## src/inherent_seq_pkg.sv

```systemverilog
// Shared types and constants for the inherent-mode bus sequencer
package inherent_seq_pkg;

	localparam logic [15:0] IDLE_VECTOR_ADDR = 16'hFFFF;
	localparam logic [15:0] HALT_STACK_DROP  = 16'h0007;
	localparam logic [15:0] PULL_OFFSET_BASE = 16'h0003;
	localparam logic [15:0] STACK_COPY_ADJ   = 16'h0001;
	localparam logic [15:0] RESET_ADDR       = 16'hFFFF;
	localparam logic [7:0]  RESET_DATA       = 8'h00;
	localparam logic [3:0]  STEP_RESET       = 4'h0;
	localparam logic [3:0]  STEP_FIRST       = 4'h1;

	localparam logic [3:0]  CYC_SIMPLE = 4'h2;
	localparam logic [3:0]  CYC_THREE  = 4'h3;
	localparam logic [3:0]  CYC_FOUR   = 4'h4;
	localparam logic [3:0]  CYC_FIVE   = 4'h5;
	localparam logic [3:0]  CYC_WAIT   = 4'h9;

	typedef enum logic [4:0] {
		SIMPLE_INHERENT,
		ADD_B_TO_INDEX,
		DOUBLE_ACC_SHIFT_LEFT,
		DOUBLE_ACC_SHIFT_RIGHT,
		INDEX_INCREMENT,
		INDEX_DECREMENT,
		INDEX_TO_STACK_COPY,
		STACK_TO_INDEX_COPY,
		STACK_POINTER_INCREMENT,
		STACK_POINTER_DECREMENT,
		PUSH_ACC_A,
		PUSH_ACC_B,
		PULL_ACC_A,
		PULL_ACC_B,
		PUSH_INDEX,
		PULL_INDEX,
		RETURN_FROM_SUBROUTINE,
		WAIT_FOR_INTERRUPT
	} inst_kind_t;

	typedef struct packed {
		logic [15:0] pc;
		logic [15:0] sp;
		logic [15:0] x;
		logic [7:0]  a;
		logic [7:0]  b;
		logic [7:0]  cc;
	} cpu_regs_t;

	typedef struct packed {
		logic [15:0] addr;
		logic        rw;
		logic        oe;
		logic [7:0]  data;
	} bus_cycle_t;

endpackage

```

## src/inherent_mode_bus_sequencer.sv

```systemverilog
// Bus-cycle sequencer for inherent-mode instructions
`timescale 1ns/1ps
//Contract
//- simple inherent ops run two reads: opcode, then next opcode at address plus one
//- index/double-shift/copy-to-stack ops take three cycles, third reads FFFF
//- second-cycle data meaning per op; third-cycle data is restart vector low byte
//- stack pointer step ops take three reads, third at old stack pointer
//- accumulator push: two reads then write of accumulator at stack pointer
//- stack-to-index copy: three reads, third at stack pointer, data dropped
//- accumulator pull: four reads, dummy at stack pointer, data at plus one
//- index push: two reads, low byte at stack pointer, high at minus one
//- index pull: five reads, high byte at plus one, low at plus two
//- subroutine return: five reads, return address from plus one and plus two
//- wait takes nine cycles, return address written at stack pointer and minus one
//- wait then writes index, A, B, flags at stack pointer minus two to six
//- halted wait repeats reads at original stack pointer minus seven, never floats
module inherent_mode_bus_sequencer
	import inherent_seq_pkg::*;
(
	input  wire logic       ref_clk,
	input  wire logic       rst_n,
	input  wire logic       startReq,
	input  inst_kind_t      startKind,
	input  cpu_regs_t       startRegs,
	input  wire logic [7:0] busDataIn,
	input  wire logic       wakeReq,
	output bus_cycle_t      busOut,
	output logic            readyOut,
	output logic            doneOut,
	output cpu_regs_t       regsOut
);

	typedef enum logic [1:0] {IDLE, RUN, HALT} seq_state_t;

	seq_state_t  stateReg, stateNext;
	inst_kind_t  kindReg, kindNext;
	logic [3:0]  stepReg, stepNext;
	logic [15:0] baseReg, baseNext;
	cpu_regs_t   workReg, workNext;
	bus_cycle_t  busReg, busNext;
	logic        doneReg, doneNext;
	logic        readyReg, readyNext;

	function automatic logic [3:0] lastCycle(input inst_kind_t k);
		unique case (k)
			SIMPLE_INHERENT:                       lastCycle = CYC_SIMPLE;
			PULL_ACC_A, PULL_ACC_B, PUSH_INDEX:    lastCycle = CYC_FOUR;
			PULL_INDEX, RETURN_FROM_SUBROUTINE:    lastCycle = CYC_FIVE;
			WAIT_FOR_INTERRUPT:                    lastCycle = CYC_WAIT;
			default:                               lastCycle = CYC_THREE;
		endcase
	endfunction

	always_comb begin
		logic [15:0] offs;
		logic [3:0]  s;
		offs      = 16'h0000;
		s         = 4'(stepReg + 4'h1);
		stateNext = stateReg;
		kindNext  = kindReg;
		stepNext  = stepReg;
		baseNext  = baseReg;
		workNext  = workReg;
		busNext   = busReg;
		busNext.rw   = 1'b1;
		busNext.oe   = 1'b0;
		busNext.data = RESET_DATA;
		doneNext  = 1'b0;
		unique case (stateReg)
			IDLE: begin
				if (startReq) begin
					kindNext     = startKind;
					baseNext     = startRegs.sp;
					workNext     = startRegs;
					stepNext     = STEP_FIRST;
					busNext.addr = startRegs.pc;
					stateNext    = RUN;
				end
			end
			RUN: begin
				// Effects of the cycle now ending
				if (stepReg == STEP_FIRST)
					workNext.pc = 16'(workReg.pc + 16'h0001);
				unique case (kindReg)
					STACK_POINTER_INCREMENT: if (stepReg == CYC_THREE) workNext.sp = 16'(workReg.sp + 16'h0001);
					STACK_POINTER_DECREMENT: if (stepReg == CYC_THREE) workNext.sp = 16'(workReg.sp - 16'h0001);
					PUSH_ACC_A, PUSH_ACC_B: if (stepReg == CYC_THREE) workNext.sp = 16'(workReg.sp - 16'h0001);
					PUSH_INDEX, WAIT_FOR_INTERRUPT: if (stepReg >= CYC_THREE)
						workNext.sp = 16'(workReg.sp - 16'h0001);
					PULL_ACC_A: if (stepReg == CYC_FOUR) begin
						workNext.a  = busDataIn;
						workNext.sp = 16'(workReg.sp + 16'h0001);
					end
					PULL_ACC_B: if (stepReg == CYC_FOUR) begin
						workNext.b  = busDataIn;
						workNext.sp = 16'(workReg.sp + 16'h0001);
					end
					PULL_INDEX: if (stepReg >= CYC_FOUR) begin
						if (stepReg == CYC_FOUR)
							workNext.x[15:8] = busDataIn;
						else
							workNext.x[7:0] = busDataIn;
						workNext.sp = 16'(workReg.sp + 16'h0001);
					end
					RETURN_FROM_SUBROUTINE: if (stepReg >= CYC_FOUR) begin
						if (stepReg == CYC_FOUR)
							workNext.pc[15:8] = busDataIn;
						else
							workNext.pc[7:0] = busDataIn;
						workNext.sp = 16'(workReg.sp + 16'h0001);
					end
					ADD_B_TO_INDEX: if (stepReg == CYC_THREE) workNext.x = 16'(workReg.x + {8'h00, workReg.b});
					DOUBLE_ACC_SHIFT_LEFT: if (stepReg == CYC_THREE) {workNext.a, workNext.b} = {workReg.a[6:0], workReg.b, 1'b0};
					DOUBLE_ACC_SHIFT_RIGHT: if (stepReg == CYC_THREE) {workNext.a, workNext.b} = {1'b0, workReg.a, workReg.b[7:1]};
					INDEX_INCREMENT: if (stepReg == CYC_THREE) workNext.x = 16'(workReg.x + 16'h0001);
					INDEX_DECREMENT: if (stepReg == CYC_THREE) workNext.x = 16'(workReg.x - 16'h0001);
					INDEX_TO_STACK_COPY: if (stepReg == CYC_THREE) workNext.sp = 16'(workReg.x - STACK_COPY_ADJ);
					STACK_TO_INDEX_COPY: if (stepReg == CYC_THREE) workNext.x = 16'(workReg.sp + STACK_COPY_ADJ);
					default: ;
				endcase
				if (stepReg == lastCycle(kindReg)) begin
					if (kindReg == WAIT_FOR_INTERRUPT) begin
						stateNext    = HALT;
						busNext.addr = 16'(baseReg - HALT_STACK_DROP);
					end else begin
						stateNext = IDLE;
						doneNext  = 1'b1;
					end
				end else begin
					stepNext = s;
					offs     = 16'({12'h000, s} - PULL_OFFSET_BASE);
					if (s == CYC_SIMPLE)
						busNext.addr = 16'(workReg.pc + 16'h0001);
					else begin
						unique case (kindReg)
							PUSH_ACC_A, PUSH_ACC_B: begin
								busNext.addr = baseReg;
								busNext.rw   = 1'b0;
								busNext.oe   = 1'b1;
								busNext.data = (kindReg == PUSH_ACC_A) ? workReg.a : workReg.b;
							end
							PUSH_INDEX, WAIT_FOR_INTERRUPT: begin
								busNext.addr = 16'(baseReg - offs);
								busNext.rw   = 1'b0;
								busNext.oe   = 1'b1;
								unique case (s)
									4'h3: busNext.data = (kindReg == PUSH_INDEX) ? workReg.x[7:0] : workNext.pc[7:0];
									4'h4: busNext.data = (kindReg == PUSH_INDEX) ? workReg.x[15:8] : workNext.pc[15:8];
									4'h5: busNext.data = workReg.x[7:0];
									4'h6: busNext.data = workReg.x[15:8];
									4'h7: busNext.data = workReg.a;
									4'h8: busNext.data = workReg.b;
									default: busNext.data = workReg.cc;
								endcase
							end
							STACK_POINTER_INCREMENT, STACK_POINTER_DECREMENT, STACK_TO_INDEX_COPY,
							PULL_ACC_A, PULL_ACC_B, PULL_INDEX, RETURN_FROM_SUBROUTINE:
								busNext.addr = 16'(baseReg + offs);
							default:
								busNext.addr = IDLE_VECTOR_ADDR;
						endcase
					end
				end
			end
			HALT: begin
				busNext.addr = 16'(baseReg - HALT_STACK_DROP);
				if (wakeReq) begin
					stateNext = IDLE;
					doneNext  = 1'b1;
				end
			end
		endcase
		readyNext = (stateNext == IDLE);
	end

	always_ff @(posedge ref_clk) begin
		if (!rst_n) begin
			stateReg <= IDLE;
			kindReg  <= SIMPLE_INHERENT;
			stepReg  <= STEP_RESET;
			baseReg  <= RESET_ADDR;
			workReg  <= '0;
			busReg   <= '{addr: RESET_ADDR, rw: 1'b1, oe: 1'b0, data: RESET_DATA};
			doneReg  <= 1'b0;
			readyReg <= 1'b1;
		end else begin
			stateReg <= stateNext;
			kindReg  <= kindNext;
			stepReg  <= stepNext;
			baseReg  <= baseNext;
			workReg  <= workNext;
			busReg   <= busNext;
			doneReg  <= doneNext;
			readyReg <= readyNext;
		end
	end

	assign busOut   = busReg;
	assign readyOut = readyReg;
	assign doneOut  = doneReg;
	assign regsOut  = workReg;

	logic taken;
	assign taken = startReq && (stateReg == IDLE);
endmodule // inherent_mode_bus_sequencer

```

## config.mk

```make
export PLATFORM = sky130hd
export DESIGN_NAME = inherent_mode_bus_sequencer
export DESIGN_NICKNAME = d
export VERILOG_FILES = /design/src/inherent_seq_pkg.sv /design/src/inherent_mode_bus_sequencer.sv
export SDC_FILE = /design/constraint.sdc
export NUM_CORES = 1
export LEC_CHECK = 0
export ABC_AREA = 1
export BUFFER_PORTS_ARGS = -buffer_cell sky130_fd_sc_hd__buf_4
export CORE_ASPECT_RATIO = 1.5
export CORE_MARGIN = 3
export CORE_UTILIZATION = 23
export CTS_CLUSTER_SIZE = 40
export DETAILED_ROUTE_END_ITERATION = 6
export GPL_ROUTABILITY_DRIVEN = 0
export PLACE_DENSITY = 0.37
export REMOVE_ABC_BUFFERS = 1
export SYNTH_ARGS = -nofsm -noshare
export SYNTH_HDL_FRONTEND = slang
export SYNTH_SLANG_ARGS = --single-unit
```

## constraint.sdc

```tcl
create_clock -name ref_clk -period 5.7 [get_ports ref_clk]
set_input_delay 0.57 -clock ref_clk [delete_from_list [all_inputs] [get_ports ref_clk]]
set_output_delay 0.57 -clock ref_clk [all_outputs]
set_load 0.03 [all_outputs]
```

==> impl_results.html <==
<table>
<tr><th>Metric</th><th>Value</th></tr>
<tr><th colspan="2">GRT</th></tr>
<tr><td>Gr busiest metal</td><td>met2</td></tr>
<tr><td>Antenna violations before repair</td><td>0</td></tr>
<tr><td>Global-route total usage across every layer</td><td>0.225</td></tr>
<tr><td>Overflow left after global routing</td><td>0</td></tr>
<tr><td>Met1 Track Usage GR</td><td>0.251</td></tr>
<tr><td>Met2 Use GR</td><td>0.405</td></tr>
<tr><td>Met3 track utilization from global routing</td><td>0.0215</td></tr>
<tr><td>Global-route wire length before repair</td><td>92.2 mm</td></tr>
<tr><td>Via count of the first global-routing pass</td><td>14.3k</td></tr>
<tr><td>Largest net degree at the start of global routing</td><td>63</td></tr>
<tr><th colspan="2">Clock network</th></tr>
<tr><td>TritonCTS sink count</td><td>127</td></tr>
<tr><td>Clock network latency to the later pin of the worst-skew pair</td><td>0.47 ns</td></tr>
<tr><td>Level count of the clock H-tree</td><td>4</td></tr>
<tr><td>Buffers inserted by post-CTS timing repair</td><td>0</td></tr>
<tr><td>TritonCTS clock tree</td><td>done</td></tr>
<tr><td>Number of hold buffers added after CTS</td><td>0</td></tr>
<tr><td>Clock Path Buffers</td><td>2</td></tr>
<tr><td>Cts bufs inserted</td><td>17</td></tr>
<tr><td>Clock transition at the register clock pins on the worst setup and hold paths after CTS</td><td>0.07 ns</td></tr>
<tr><td>Quantity of gates resized following cts</td><td>0</td></tr>
<tr><td>Root buf cell</td><td>sky130_fd_sc_hd__clkbuf_16</td></tr>
<tr><th colspan="2">Placement</th></tr>
<tr><td>Worst setup timing slack at the placement stage</td><td>1.44 ns</td></tr>
<tr><td>Dpl cells</td><td>2899</td></tr>
<tr><td>Port Buffer Count</td><td>188</td></tr>
<tr><td>Detailed Place HPWL</td><td>50.7 mm</td></tr>
<tr><th colspan="2">Timing</th></tr>
<tr><td>Remaining max-slew budget at the tightest pin</td><td>0.298</td></tr>
<tr><td>Post-route fraction of the period consumed by the critical path</td><td>0.755</td></tr>
<tr><td>Clock tree skew after final layout</td><td>0.0133 ns</td></tr>
<tr><td>Setup repair after global routing missed its margin</td><td>false</td></tr>
<tr><td>Slew of the pin with the lowest slew margin</td><td>1.05 ns</td></tr>
<tr><td>Post-route setup TNS</td><td>0 ns</td></tr>
<tr><td>Final count of pins violating max slew</td><td>0</td></tr>
<tr><td>Final Worst Setup Slack</td><td>1.40 ns</td></tr>
<tr><td>Fmax</td><td>232 MHz</td></tr>
<tr><td>Final critical path time including I/O delays and setup</td><td>4.30 ns</td></tr>
<tr><td>Final Hold Violating Endpoints</td><td>0</td></tr>
<tr><td>Final worst hold slack</td><td>0.344 ns</td></tr>
<tr><td>Final setup violation count</td><td>0</td></tr>
<tr><th colspan="2">Logic synthesis</th></tr>
<tr><td>Number of enable-type register cells in the synthesized netlist</td><td>0</td></tr>
<tr><td>Post-Syn Area</td><td>0.0120 sq mm</td></tr>
<tr><td>Synth async-reset ratio</td><td>0</td></tr>
<tr><td>Dominant register cell in the synthesized netlist</td><td>sky130_fd_sc_hd__dfxtp_1</td></tr>
<tr><td>Simple-gate share of the synthesized area</td><td>0.416</td></tr>
<tr><td>Adder-cell share of the synthesized area</td><td>0.0483</td></tr>
<tr><td>Average instance area after synthesis</td><td>5.66 sq um</td></tr>
<tr><td>Top-area cell type share of the netlist area</td><td>0.213</td></tr>
<tr><td>Largest family of logic cells by synthesized area</td><td>simple AND/OR/NAND/NOR gates</td></tr>
<tr><td>Post-Synthesis Cells</td><td>2113</td></tr>
<tr><td>Flip-flop and latch count after synthesis</td><td>127</td></tr>
<tr><td>Multiplexer area fraction after synthesis</td><td>0</td></tr>
<tr><td>Share of the synthesized area in compound gates (AO/OA/AOI/OAI)</td><td>0.198</td></tr>
<tr><td>Yosys Warn Count</td><td>0</td></tr>
<tr><td>Synth area leader</td><td>sky130_fd_sc_hd__dfxtp_1</td></tr>
<tr><td>Top post-synthesis cells by area</td><td>sky130_fd_sc_hd__dfxtp_1 21%, sky130_fd_sc_hd__nand2_1 20%, sky130_fd_sc_hd__nand3_1 8.2%</td></tr>
<tr><td>Sequential share of the synthesized area</td><td>0.213</td></tr>
<tr><td>Post-synthesis share of cell area spent on xor and xnor gates</td><td>0.0271</td></tr>
<tr><td>Distinct cell type count of the synthesized netlist</td><td>46</td></tr>
<tr><th colspan="2">Min path</th></tr>
<tr><td>Hold worst-path end</td><td>regsOut[26]</td></tr>
<tr><td>Worst hold-check path type</td><td>in2reg</td></tr>
<tr><td>Cell depth of the worst min-delay path</td><td>3</td></tr>
<tr><td>Hold Startpoint</td><td>startRegs[26]</td></tr>
<tr><th colspan="2">Worst setup path</th></tr>
<tr><td>R2R Path End</td><td>busOut[24]</td></tr>
<tr><td>Worst setup EP type</td><td>register</td></tr>
<tr><td>Data arrival time of the critical path</td><td>4.65 ns</td></tr>
<tr><td>Category of the most critical setup path</td><td>reg2reg</td></tr>
<tr><td>Worst flop-to-flop path startpoint</td><td>stepReg[0]</td></tr>
<tr><td>Setup slack on the worst flop-to-flop path</td><td>1.40 ns</td></tr>
<tr><td>Worst setup SP type</td><td>register</td></tr>
<tr><td>FF-to-FF path depth</td><td>24</td></tr>
<tr><td>Worst Path Max Fanout</td><td>12</td></tr>
<tr><td>Data required, critical path</td><td>6.05 ns</td></tr>
<tr><th colspan="2">Final layout</th></tr>
<tr><td>Fill cells</td><td>5972</td></tr>
<tr><td>Inserted Diodes</td><td>0</td></tr>
<tr><td>Fraction of final layout cells sized beyond drive strength 1</td><td>0.126</td></tr>
<tr><td>Nets</td><td>2383</td></tr>
<tr><td>Non-filler cells, final</td><td>2930</td></tr>
<tr><td>Growth of design area from synthesis to finish</td><td>21.4%</td></tr>
<tr><th colspan="2">Run status</th></tr>
<tr><td>Status</td><td>completed</td></tr>
<tr><th colspan="2">Floorplanning</th></tr>
<tr><td>Vertical die dimension</td><td>285 um</td></tr>
<tr><td>Die Area</td><td>0.0548 sq mm</td></tr>
<tr><td>Cell row count</td><td>101</td></tr>
<tr><td>Initial cell density of the core</td><td>0.234</td></tr>
<tr><td>Horizontal die dimension</td><td>192 um</td></tr>
<tr><td>Number of top-level pins</td><td>189</td></tr>
<tr><td>Total core area</td><td>0.0511 sq mm</td></tr>
<tr><th colspan="2">Detailed routing</th></tr>
<tr><td>Antenna violation net count after detailed routing</td><td>0</td></tr>
<tr><td>Via Count</td><td>14.6k</td></tr>
<tr><td>Number of remaining DRC errors</td><td>0</td></tr>
<tr><td>Starting DRC count in detailed routing</td><td>1173</td></tr>
<tr><td>Drt via density</td><td>5.00</td></tr>
<tr><td>Wirelength, routed</td><td>63.0 mm</td></tr>
<tr><td>Number of detailed-routing iterations run before antenna repair</td><td>6</td></tr>
<tr><td>Avg WL per Cell</td><td>21.5 um</td></tr>
<tr><th colspan="2">Pwr</th></tr>
<tr><td>Worst vdd ir</td><td>0.000231 V</td></tr>
<tr><td>Cell area power density</td><td>310 mW/mm^2</td></tr>
<tr><td>Lkg Pwr</td><td>6.79 nW</td></tr>
<tr><th colspan="2">Run</th></tr>
<tr><td>Number of max-cap violations</td><td>0</td></tr>
</table>
flip-flops by register name, indices dropped and copies added, names as in the netlist:
name / cells
regsOut: 72
busOut: 26
baseReg: 16
kindReg: 5
stepReg: 4
stateReg: 2
doneOut: 1
readyOut: 1
stage by stage:
stage	cell area [sq um]	total power, W	util
after floorplan	11600	0.00249	-
after global placement	13900	0.00334	0.273
after detailed placement	13900	0.00333	0.273
after CTS	14500	0.00453	0.284
after global routing	14500	0.00479	0.284
final	14500	0.00449	0.284
synthesized netlist by cell type, drive strengths merged, types with 18 or more instances:
cell type / n
nand4: 36
o21ai: 154
a21oi: 194
ha: 43
clkbuf: 42
xor2: 33
inv: 211
dfxtp: 127
nand3: 200
o211ai: 27
nor2: 235
nand2: 661
buf: 38
nor3: 18
placed cells by master, fill, tap and decap left out, types with 5 or more instances in the layout:
cell                          n
sky130_fd_sc_hd__nand3b_1     9
sky130_fd_sc_hd__a31oi_1     17
sky130_fd_sc_hd__o211ai_1    27
sky130_fd_sc_hd__buf_4      197
sky130_fd_sc_hd__inv_2        9
sky130_fd_sc_hd__nor2_1     224
sky130_fd_sc_hd__a221oi_1     6
sky130_fd_sc_hd__o21ai_1      5
sky130_fd_sc_hd__nor2_4       5
sky130_fd_sc_hd__a22oi_1      5
sky130_fd_sc_hd__nand2_2     13
sky130_fd_sc_hd__nor2_2       6
sky130_fd_sc_hd__or2_2       13
sky130_fd_sc_hd__o21ai_0    147
sky130_fd_sc_hd__nor3_1      17
sky130_fd_sc_hd__dfxtp_1    127
sky130_fd_sc_hd__clkbuf_16   17
sky130_fd_sc_hd__inv_1      202
sky130_fd_sc_hd__ha_1        42
sky130_fd_sc_hd__o22ai_1     14
sky130_fd_sc_hd__nand4_1     36
sky130_fd_sc_hd__nand2_1    648
sky130_fd_sc_hd__a21oi_1    193
sky130_fd_sc_hd__nand3_1    195
sky130_fd_sc_hd__xor2_1      33
power breakdown:
part	internal [W]	total [W]	switching, W
clock network	0.000687	0.00118	0.000491
registers	0.00100	0.00124	0.000238
logic	0.000651	0.00208	0.00143
total	0.00234	0.00449	0.00216
layer usage:
metal	share of wire	vias to the layer above
met5	0	-
met4	0.065	0
met2	0.51	483
li1	-	7240
met3	0.034	136
met1	0.39	6790
cell families (layout without fill, tap and decap cells):
family / count (synthesis) / in the layout
compound gates: 432 / 432
flops: 127 / 127
buf+inv: 295 / 443
fa+ha+maj: 45 / 45
simple gates: 1177 / 1177
xor+xnor: 37 / 37
worst max path at each step:
stage,from,to,slack (ns),cells past startpoint
3_3_place_gp,stepReg[0],busOut[24],1.48,24
3_5_place_dp,stepReg[0],busOut[24],1.44,24
2_1_floorplan,stateReg[1],regsOut[57],2.15,5
6_report,stepReg[0],busOut[24],1.40,24
4_1_cts,stepReg[0],busOut[24],1.41,24
5_1_grt,stepReg[0],busOut[24],0.97,23
final cells by class:
class	instances	area [sq um]	area share
flip-flops and latches	127	2540	0.175
multi-input cells	1691	8260	0.569
clock inverters	13	161	0.0111
well taps	669	837	0.0577
clock buffers	18	429	0.0296
inverters	215	807	0.0556
repair buffers	197	1480	0.102
worst max-delay path, cell delays in order (launching register included):
cell and delay [ns]:
sky130_fd_sc_hd__dfxtp_1 0.53, sky130_fd_sc_hd__ha_1 0.31, sky130_fd_sc_hd__nand2_1 0.07, sky130_fd_sc_hd__nand2_1 0.32, sky130_fd_sc_hd__inv_1 0.18, sky130_fd_sc_hd__nor2_1 0.47, sky130_fd_sc_hd__nor2_1 0.17, sky130_fd_sc_hd__nand4_1 0.13
sky130_fd_sc_hd__ha_1 0.23, sky130_fd_sc_hd__nand2_1 0.08, sky130_fd_sc_hd__nand2_1 0.06, sky130_fd_sc_hd__inv_1 0.08, sky130_fd_sc_hd__ha_1 0.30, sky130_fd_sc_hd__nand2_1 0.10, sky130_fd_sc_hd__nand2_1 0.07, sky130_fd_sc_hd__a21oi_1 0.24
sky130_fd_sc_hd__nor2_1 0.07, sky130_fd_sc_hd__nor2_1 0.14, sky130_fd_sc_hd__nand3b_1 0.09, sky130_fd_sc_hd__nand3_1 0.15, sky130_fd_sc_hd__nand2_1 0.08, sky130_fd_sc_hd__nand2_1 0.06, sky130_fd_sc_hd__nand3_1 0.10, sky130_fd_sc_hd__nand2_1 0.09
sky130_fd_sc_hd__nand2_1 0.04
Power figures use the tool's default switching activity.
